File: src/rtl/pebc_pkg.sv
// pebc_pkg: register map, field positions and mode codes of the edge blanking control block.
// assumes a 32-bit AXI4-Lite register bus and one 10 MHz clock.
package pebc_pkg;
    // register byte addresses
    localparam logic [3:0] PEBC_ADDR_MODE = 4'h0;
    localparam logic [3:0] PEBC_ADDR_RSRC = 4'h4;
    localparam logic [3:0] PEBC_ADDR_BTIM = 4'h8;
    localparam logic [3:0] PEBC_ADDR_STAT = 4'hc;
    // mode register fields
    localparam int PEBC_RMODE_LSB = 0;
    localparam int PEBC_FMODE_LSB = 4;
    localparam logic [7:0] PEBC_MODE_MASK = 8'h33;
    // rising blanked-source fields
    localparam int PEBC_SRC_CMP1 = 1;
    localparam int PEBC_SRC_CMP2 = 2;
    localparam int PEBC_SRC_CMP3 = 3;
    localparam int PEBC_SRC_EXT  = 7;
    localparam logic [7:0] PEBC_RSRC_MASK = 8'h8e;
    // reset values
    localparam logic [7:0] PEBC_MODE_RST = 8'h00;
    localparam logic [7:0] PEBC_RSRC_RST = 8'h00;
    localparam logic [7:0] PEBC_BTIM_RST = 8'h00;
    // AXI responses
    localparam logic [1:0] PEBC_RESP_OKAY   = 2'h0;
    localparam logic [1:0] PEBC_RESP_SLVERR = 2'h2;
    // blanking mode codes
    typedef enum logic [1:0] {
        PEBC_BM_NONE = 2'b00,
        PEBC_BM_IMM  = 2'b01,
        PEBC_BM_RSV2 = 2'b10,
        PEBC_BM_RSV3 = 2'b11
    } pebc_bmode_t;
endpackage : pebc_pkg

File: src/rtl/pebc_blank_ctrl.sv
// pebc_blank_ctrl: edge blanking control of a switch-mode PWM controller.
// assumes AXI4-Lite software access, pwm edge pulses from the same clock, async event pins.
//
// Implementation choices: the address map and register access over AXI4-Lite.
`timescale 1ns/1ps
`default_nettype none
module pebc_blank_ctrl
    import pebc_pkg::*;
#(
    parameter int BTIM_W = 8
) (
    // clock and reset
    input  wire logic              clk,
    input  wire logic              nrst,
    // axi4-lite write address
    input  wire logic [3:0]        s_axi_awaddr,
    input  wire logic              s_axi_awvalid,
    output var  logic              s_axi_awready,
    // axi4-lite write data
    input  wire logic [31:0]       s_axi_wdata,
    input  wire logic [3:0]        s_axi_wstrb,
    input  wire logic              s_axi_wvalid,
    output var  logic              s_axi_wready,
    // axi4-lite write response
    output var  logic [1:0]        s_axi_bresp,
    output var  logic              s_axi_bvalid,
    input  wire logic              s_axi_bready,
    // axi4-lite read
    input  wire logic [3:0]        s_axi_araddr,
    input  wire logic              s_axi_arvalid,
    output var  logic              s_axi_arready,
    output var  logic [31:0]       s_axi_rdata,
    output var  logic [1:0]        s_axi_rresp,
    output var  logic              s_axi_rvalid,
    input  wire logic              s_axi_rready,
    // pwm edge pulses, same clock
    input  wire logic              pwmRiseEdge,
    input  wire logic              pwmFallEdge,
    // asynchronous event sources
    input  wire logic              extEventInput,
    input  wire logic              syncedComparator1Out,
    input  wire logic              syncedComparator2Out,
    input  wire logic              syncedComparator3Out,
    // gated event sources and blanking state
    output var  logic              extEventGated,
    output var  logic              cmp1Gated,
    output var  logic              cmp2Gated,
    output var  logic              cmp3Gated,
    output var  logic              riseBlankActive,
    output var  logic              fallBlankActive
);
    typedef struct packed {
        logic              awHeld;
        logic [3:0]        awAddr;
        logic              wHeld;
        logic [31:0]       wData;
        logic [3:0]        wStrb;
        logic              bValid;
        logic [1:0]        bResp;
        logic              rValid;
        logic [31:0]       rData;
        logic [1:0]        rResp;
        logic [7:0]        modeReg;
        logic [7:0]        rsrcReg;
        logic [BTIM_W-1:0] btimReg;
        logic [BTIM_W-1:0] riseCnt;
        logic [BTIM_W-1:0] fallCnt;
        logic              riseAct;
        logic              fallAct;
        logic [3:0]        gated;
    } pebc_state_t;

    pebc_state_t st_ff;
    pebc_state_t nxt_st;

    logic [3:0] srcSync;
    logic       doWrite;
    logic       blanking;
    logic [3:0] srcMask;
    pebc_bmode_t riseMode;
    pebc_bmode_t fallMode;

    // event pins from outside pass two flops before use
    for (genvar i = 0; i < 4; i++) begin : g_sync
        pebc_sync2 u_sync (
            .clk     (clk),
            .nrst    (nrst),
            .asyncIn ((i == 0) ? extEventInput : (i == 1) ? syncedComparator1Out :
                      (i == 2) ? syncedComparator2Out : syncedComparator3Out),
            .syncOut (srcSync[i])
        );
    end

    assign riseMode = pebc_bmode_t'(st_ff.modeReg[PEBC_RMODE_LSB +: 2]);
    assign fallMode = pebc_bmode_t'(st_ff.modeReg[PEBC_FMODE_LSB +: 2]);
    // one source mask serves both windows; no separate falling-source register here
    assign srcMask  = {st_ff.rsrcReg[PEBC_SRC_CMP3], st_ff.rsrcReg[PEBC_SRC_CMP2],
                       st_ff.rsrcReg[PEBC_SRC_CMP1], st_ff.rsrcReg[PEBC_SRC_EXT]};
    assign blanking = st_ff.riseAct | st_ff.fallAct;
    assign doWrite  = st_ff.awHeld & st_ff.wHeld & ~st_ff.bValid;

    // next state: bus slave, registers, blanking timers, gating
    always_comb begin
        nxt_st = st_ff;
        // capture address and data independently, either order
        if (s_axi_awvalid && !st_ff.awHeld) begin
            nxt_st.awHeld = 1'b1;
            nxt_st.awAddr = s_axi_awaddr;
        end
        if (s_axi_wvalid && !st_ff.wHeld) begin
            nxt_st.wHeld = 1'b1;
            nxt_st.wData = s_axi_wdata;
            nxt_st.wStrb = s_axi_wstrb;
        end
        // commit once both halves are held; only the low lane carries data
        if (doWrite) begin
            nxt_st.awHeld = 1'b0;
            nxt_st.wHeld  = 1'b0;
            nxt_st.bValid = 1'b1;
            nxt_st.bResp  = PEBC_RESP_OKAY;
            if (st_ff.awAddr == PEBC_ADDR_MODE) begin
                if (st_ff.wStrb[0]) begin
                    nxt_st.modeReg = st_ff.wData[7:0] & PEBC_MODE_MASK;
                end
            end else if (st_ff.awAddr == PEBC_ADDR_RSRC) begin
                if (st_ff.wStrb[0]) begin
                    nxt_st.rsrcReg = st_ff.wData[7:0] & PEBC_RSRC_MASK;
                end
            end else if (st_ff.awAddr == PEBC_ADDR_BTIM) begin
                if (st_ff.wStrb[0]) begin
                    nxt_st.btimReg = st_ff.wData[BTIM_W-1:0];
                end
            end else if (st_ff.awAddr == PEBC_ADDR_STAT) begin
                nxt_st.bResp = PEBC_RESP_OKAY; // status is read-only, write ignored
            end else begin
                nxt_st.bResp = PEBC_RESP_SLVERR;
            end
        end
        if (st_ff.bValid && s_axi_bready) begin
            nxt_st.bValid = 1'b0;
        end
        // read: one cycle after address is taken
        if (s_axi_arvalid && !st_ff.rValid) begin
            nxt_st.rValid = 1'b1;
            nxt_st.rResp  = PEBC_RESP_OKAY;
            nxt_st.rData  = 32'h0000_0000;
            if (s_axi_araddr == PEBC_ADDR_MODE) begin
                nxt_st.rData[7:0] = st_ff.modeReg;
            end else if (s_axi_araddr == PEBC_ADDR_RSRC) begin
                nxt_st.rData[7:0] = st_ff.rsrcReg;
            end else if (s_axi_araddr == PEBC_ADDR_BTIM) begin
                nxt_st.rData[BTIM_W-1:0] = st_ff.btimReg;
            end else if (s_axi_araddr == PEBC_ADDR_STAT) begin
                nxt_st.rData[1:0] = {st_ff.fallAct, st_ff.riseAct};
            end else begin
                nxt_st.rResp = PEBC_RESP_SLVERR;
            end
        end else if (st_ff.rValid && s_axi_rready) begin
            nxt_st.rValid = 1'b0;
        end
        // rising window; reserved codes behave as no blanking
        if (pwmRiseEdge && riseMode == PEBC_BM_IMM && st_ff.btimReg != '0) begin
            nxt_st.riseAct = 1'b1;
            nxt_st.riseCnt = st_ff.btimReg;
        end else if (st_ff.riseAct) begin
            nxt_st.riseCnt = st_ff.riseCnt - 1'b1;
            nxt_st.riseAct = (st_ff.riseCnt != 1) && (riseMode == PEBC_BM_IMM);
        end
        // falling window; a zero time opens nothing
        if (pwmFallEdge && fallMode == PEBC_BM_IMM && st_ff.btimReg != '0) begin
            nxt_st.fallAct = 1'b1;
            nxt_st.fallCnt = st_ff.btimReg;
        end else if (st_ff.fallAct) begin
            nxt_st.fallCnt = st_ff.fallCnt - 1'b1;
            nxt_st.fallAct = (st_ff.fallCnt != 1) && (fallMode == PEBC_BM_IMM);
        end
        // suppress each selected source during the window
        nxt_st.gated[0] = srcSync[0] & ~(blanking & srcMask[0]);
        nxt_st.gated[1] = srcSync[1] & ~(blanking & srcMask[1]);
        nxt_st.gated[2] = srcSync[2] & ~(blanking & srcMask[2]);
        nxt_st.gated[3] = srcSync[3] & ~(blanking & srcMask[3]);
    end

    // every implemented bit clears on reset
    always_ff @(posedge clk or negedge nrst) begin
        if (!nrst) begin
            st_ff         <= '0;
            st_ff.modeReg <= PEBC_MODE_RST;
            st_ff.rsrcReg <= PEBC_RSRC_RST;
            st_ff.btimReg <= PEBC_BTIM_RST;
        end else begin
            st_ff <= nxt_st;
        end
    end

    // outputs straight from flops
    assign s_axi_awready   = ~st_ff.awHeld;
    assign s_axi_wready    = ~st_ff.wHeld;
    assign s_axi_bvalid    = st_ff.bValid;
    assign s_axi_bresp     = st_ff.bResp;
    assign s_axi_arready   = ~st_ff.rValid;
    assign s_axi_rvalid    = st_ff.rValid;
    assign s_axi_rdata     = st_ff.rData;
    assign s_axi_rresp     = st_ff.rResp;
    assign extEventGated   = st_ff.gated[0];
    assign cmp1Gated       = st_ff.gated[1];
    assign cmp2Gated       = st_ff.gated[2];
    assign cmp3Gated       = st_ff.gated[3];
    assign riseBlankActive = st_ff.riseAct;
    assign fallBlankActive = st_ff.fallAct;
endmodule : pebc_blank_ctrl
`default_nettype wire

File: src/rtl/pebc_sync2.sv
// pebc_sync2: two-flop synchroniser for one asynchronous level.
// assumes the input may change at any time relative to clk.
`timescale 1ns/1ps
`default_nettype none
module pebc_sync2 (
    // clock and reset
    input  wire logic clk,
    input  wire logic nrst,
    // level in and out
    input  wire logic asyncIn,
    output var  logic syncOut
);
    typedef struct packed {
        logic stage1;
        logic stage2;
    } pebc_sync_t;

    pebc_sync_t st_ff;
    pebc_sync_t nxt_st;

    // first stage feeds only the second
    always_comb begin
        nxt_st.stage1 = asyncIn;
        nxt_st.stage2 = st_ff.stage1;
    end

    always_ff @(posedge clk or negedge nrst) begin
        if (!nrst) begin
            st_ff <= '0;
        end else begin
            st_ff <= nxt_st;
        end
    end

    assign syncOut = st_ff.stage2;
endmodule : pebc_sync2
`default_nettype wire
File: config.mk
export PLATFORM = sky130hd
export DESIGN_NAME = pebc_blank_ctrl
export DESIGN_NICKNAME = d
export VERILOG_FILES = /design/src/rtl/pebc_pkg.sv /design/src/rtl/pebc_blank_ctrl.sv /design/src/rtl/pebc_sync2.sv
export SDC_FILE = /design/constraint.sdc
export NUM_CORES = 1
export LEC_CHECK = 0
export BUFFER_PORTS_ARGS = -buffer_cell sky130_fd_sc_hd__buf_2
export CORE_MARGIN = 1.5
export CORE_UTILIZATION = 30
export CTS_BUF_LIST = sky130_fd_sc_hd__clkbuf_4 sky130_fd_sc_hd__clkbuf_8
export CTS_CLUSTER_SIZE = 12
export DETAILED_ROUTE_END_ITERATION = 10
export SYNTH_ARGS = -nofsm -noshare
export SYNTH_HDL_FRONTEND = slang
export SYNTH_HIERARCHICAL = 1
export SYNTH_SLANG_ARGS = --single-unit
File: constraint.sdc
create_clock -name clk -period 4.1 [get_ports clk]
set_input_delay 0.82 -clock clk [delete_from_list [all_inputs] [get_ports clk]]
set_output_delay 0.82 -clock clk [all_outputs]
set_load 0.01 [all_outputs]
==> out/qor.yml <==
run_status:
  status: "complete, no violations"
route:
  drtAntennaViolNets: 0
  detail_route.wl_per_cell_um: 13.1
  vias_per_cell: 4.39
  num_vias: 2101
  drtIter0Drc: 92
  dr.pass1.iters: 4
  wl_um: 6280
  drcViolationCount: 0
layout:
  syn2layout_area_growth_pct: 13.3
  antennaDiodeCount: 0
  fin_area_sq_mm: 0.00380
  layout-drive-gt1-share: 0.313
  mostFrequentLayoutCells: "dfrtp_1 (73), buf_2 (50), mux2_2 (31)"
  layout_commonest_cell: "dfrtp_1"
  nets: 395
timing:
  max_clock_freq_ghz: 0.516
  rsz0062_at_grt: "no"
  slew_headroom: 0.308
  setup_tns_ns: 0
  clock_skew_ns: 0.0109
  setup_viol: 0
  slew_violations: 0
  hold_viol: 0
  period_share: 0.473
  period_needed_ns: 1.94
  worst_pin_slew_ns: 1.04
cts:
  clk_pin_slew_ns: 0.08
  cts_tree: "yes"
  clk_latency_ns: 0.35
  cts_resized: 0
  postCtsSetupBuffers: 0
  cts_buffers: 9
  clock_sinks: 73
  cts_htree_levels: 3
  root_buffer: "clkbuf_8"
  cts_hold_buf: 0
  cts_max_path_buffers: 2
placed_design:
  io_buffers: 50
  place_congestion: 0.774
  dpl.hpwl_um: 4660
  placed_cell_area_sq_mm: 0.00359
job:
  cap_violations: 0
synth:
  ys_seq_area_frac: 0.544
  synth_warnings: 6
  ys_types: 38
  syn_area_per_cell_sq_um: 11.6
  ys_ff_latch: 73
  synth_area_sq_mm: 0.00336
  synthCells: 289
global_route:
  grt_max_degree: 45
  grt_pass1_wl_um: 10400
  antenna_found_initial: 0
  track_usage: 0.117
  grt_pass1_vias: 2085
  overflow: 0
setup_path:
  cp-start-kind: "register"
  slowest_delay_ns: 0.40
  crit_arrival_ns: 2.17
  worstSetupPathType: "reg -> reg"
  crit_path_top_delay_cell: "dfrtp_1"
  required_ns: 4.33
  crit_family: "simple AND/OR/NAND/NOR gates"
  path_max_fanout: 6
  critPathBufInv: 0
  crit_path_end_kind: "register"
  crit_chain: "nand3b_1, nor4b_2, nor3b_4, mux2_2"
worst_hold_path:
  holdCritPathClass: "reg -> reg"
floorplan:
  core_sq_mm: 0.0109
  die_x_um: 109
  placementRows: 38
  initial_core_util: 0.308
  die_area_sq_mm: 0.0118
  ios: 104
  fp.dieH_um: 109
power_and_ir_drop:
  p_per_area_mw_per_mm2: 618
  power.leakage_nw: 1.75
  peakVddDrop_uv: 263
-- cell type report --
type	count	area, sq um
tap	140	175
clock inverter	6	72.6
fill	1106	7090
clock buffer	10	138
timing repair buffer	52	265
inverter	12	45.0
multi-input combinational	186	1280
sequential	73	1830
-- flip-flops by register name, summed over array words and instances, names as in the netlist --
signal,cells
cmp3Gated,1
cmp2Gated,1
s_axi_rdata,8
s_axi_bvalid,1
extEventGated,1
s_axi_bresp,1
fallMode,2
g_sync.u_sync/syncOut,4
s_axi_rvalid,1
srcMask,4
g_sync.u_sync/nxt_st,4
riseMode,2
st_ff,39
cmp1Gated,1
riseBlankActive,1
fallBlankActive,1
s_axi_rresp,1
-- worst register-to-register path, delay by kind of cell (launching register included) --
family        cells  cell delay (ns)
mux               1             0.37
simple gates      3             1.05
flops             1             0.40
-- worst paths after layout --
path | startpoint | to | slack [ns] | depth (start not counted)
worst max-delay path | s_axi_bvalid | riseMode[0] | 2.16 | 4
worst min-delay path | g_sync[1].u_sync/nxt_st[0] | g_sync[1].u_sync/syncOut | 0.35 | 0
worst max register to register | s_axi_bvalid | riseMode[0] | 2.16 | 4
worst min register to register | g_sync[1].u_sync/nxt_st[0] | g_sync[1].u_sync/syncOut | 0.35 | 0
max in group asynchronous | nrst | st_ff[7] | 2.68 | 2
min in group asynchronous | nrst | st_ff[121] | 0.62 | 1
-- cells in the mapped netlist --
cell / instances / share of area
a21boi_0: 4 / 0.0089
mux2_2: 31 / 0.10
buf_2: 1 / 0.0015
nand3_1: 1 / 0.0015
mux4_2: 1 / 0.0067
nor3b_4: 1 / 0.0056
o21ai_0: 23 / 0.034
xor2_1: 4 / 0.010
nor2b_1: 4 / 0.0075
clkbuf_1: 5 / 0.0056
nand3b_2: 1 / 0.0034
dfrtp_1: 73 / 0.54
or3_1: 2 / 0.0037
a41o_1: 2 / 0.0060
or3b_2: 1 / 0.0026
mux2i_1: 2 / 0.0060
or4_4: 1 / 0.0034
or4b_1: 1 / 0.0030
nor4_1: 5 / 0.0093
conb_1: 1 / 0.0011
buf_4: 36 / 0.081
a21oi_1: 3 / 0.0045
nor4b_1: 1 / 0.0026
nor2_1: 7 / 0.0078
nand3b_1: 5 / 0.011
a22oi_1: 4 / 0.0089
nor3_1: 3 / 0.0045
nor4b_2: 1 / 0.0045
ha_1: 4 / 0.015
nand2_1: 30 / 0.034
o22ai_1: 1 / 0.0019
inv_1: 12 / 0.013
o21a_1: 2 / 0.0045
clkbuf_2: 1 / 0.0015
a22o_1: 1 / 0.0026
xnor2_1: 10 / 0.026
or2_2: 1 / 0.0019
o31ai_1: 3 / 0.0067
-- per-layer routing --
layer  track usage  routed length (um)  vias up
met5             0                   0        -
met4        0.0282                  29        0
met3        0.0496                 383        4
met2         0.183                2920       73
met1         0.151                2940     1006
li1              -                   -     1018
-- power breakdown --
part / internal [mW] / switching [mW]
Clock: 0.305 / 0.285
Combinational: 0.304 / 0.262
Sequential: 0.957 / 0.236
-- through the flow --
| stage | hold slack [ns] | power [mW] | setup slack (ns) | instances | utilization |
|---|---|---|---|---|---|
| 2_1_floorplan | 0.331 | 1.61 | 2.17 | 314 | - |
| 3_3_place_gp | 0.333 | 1.74 | 1.92 | 463 | 0.330 |
| 3_5_place_dp | 0.336 | 1.78 | 1.87 | 463 | 0.330 |
| 4_1_cts | 0.354 | 2.38 | 2.13 | 479 | 0.349 |
| 5_1_grt | 0.369 | 2.52 | 2.01 | 479 | 0.349 |
| 6_report | 0.353 | 2.35 | 2.16 | 479 | 0.349 |
-- cell families (layout without fill, tap and decap cells) --
| logic type | after synthesis | in the layout | synth area share |
|---|---|---|---|
| AOI/OAI and AO/OA | 43 | 43 | 0.0783 |
| xor gates and xnor gates | 14 | 14 | 0.0365 |
| adders and majority gates | 4 | 4 | 0.0149 |
| buffers and inverters | 55 | 80 | 0.102 |
| DFF | 73 | 73 | 0.544 |
| muxes | 34 | 34 | 0.117 |
| other | 1 | 26 | 0.00112 |
| and+or+nand+nor | 65 | 65 | 0.106 |
Power figures use the tool's default switching activity.
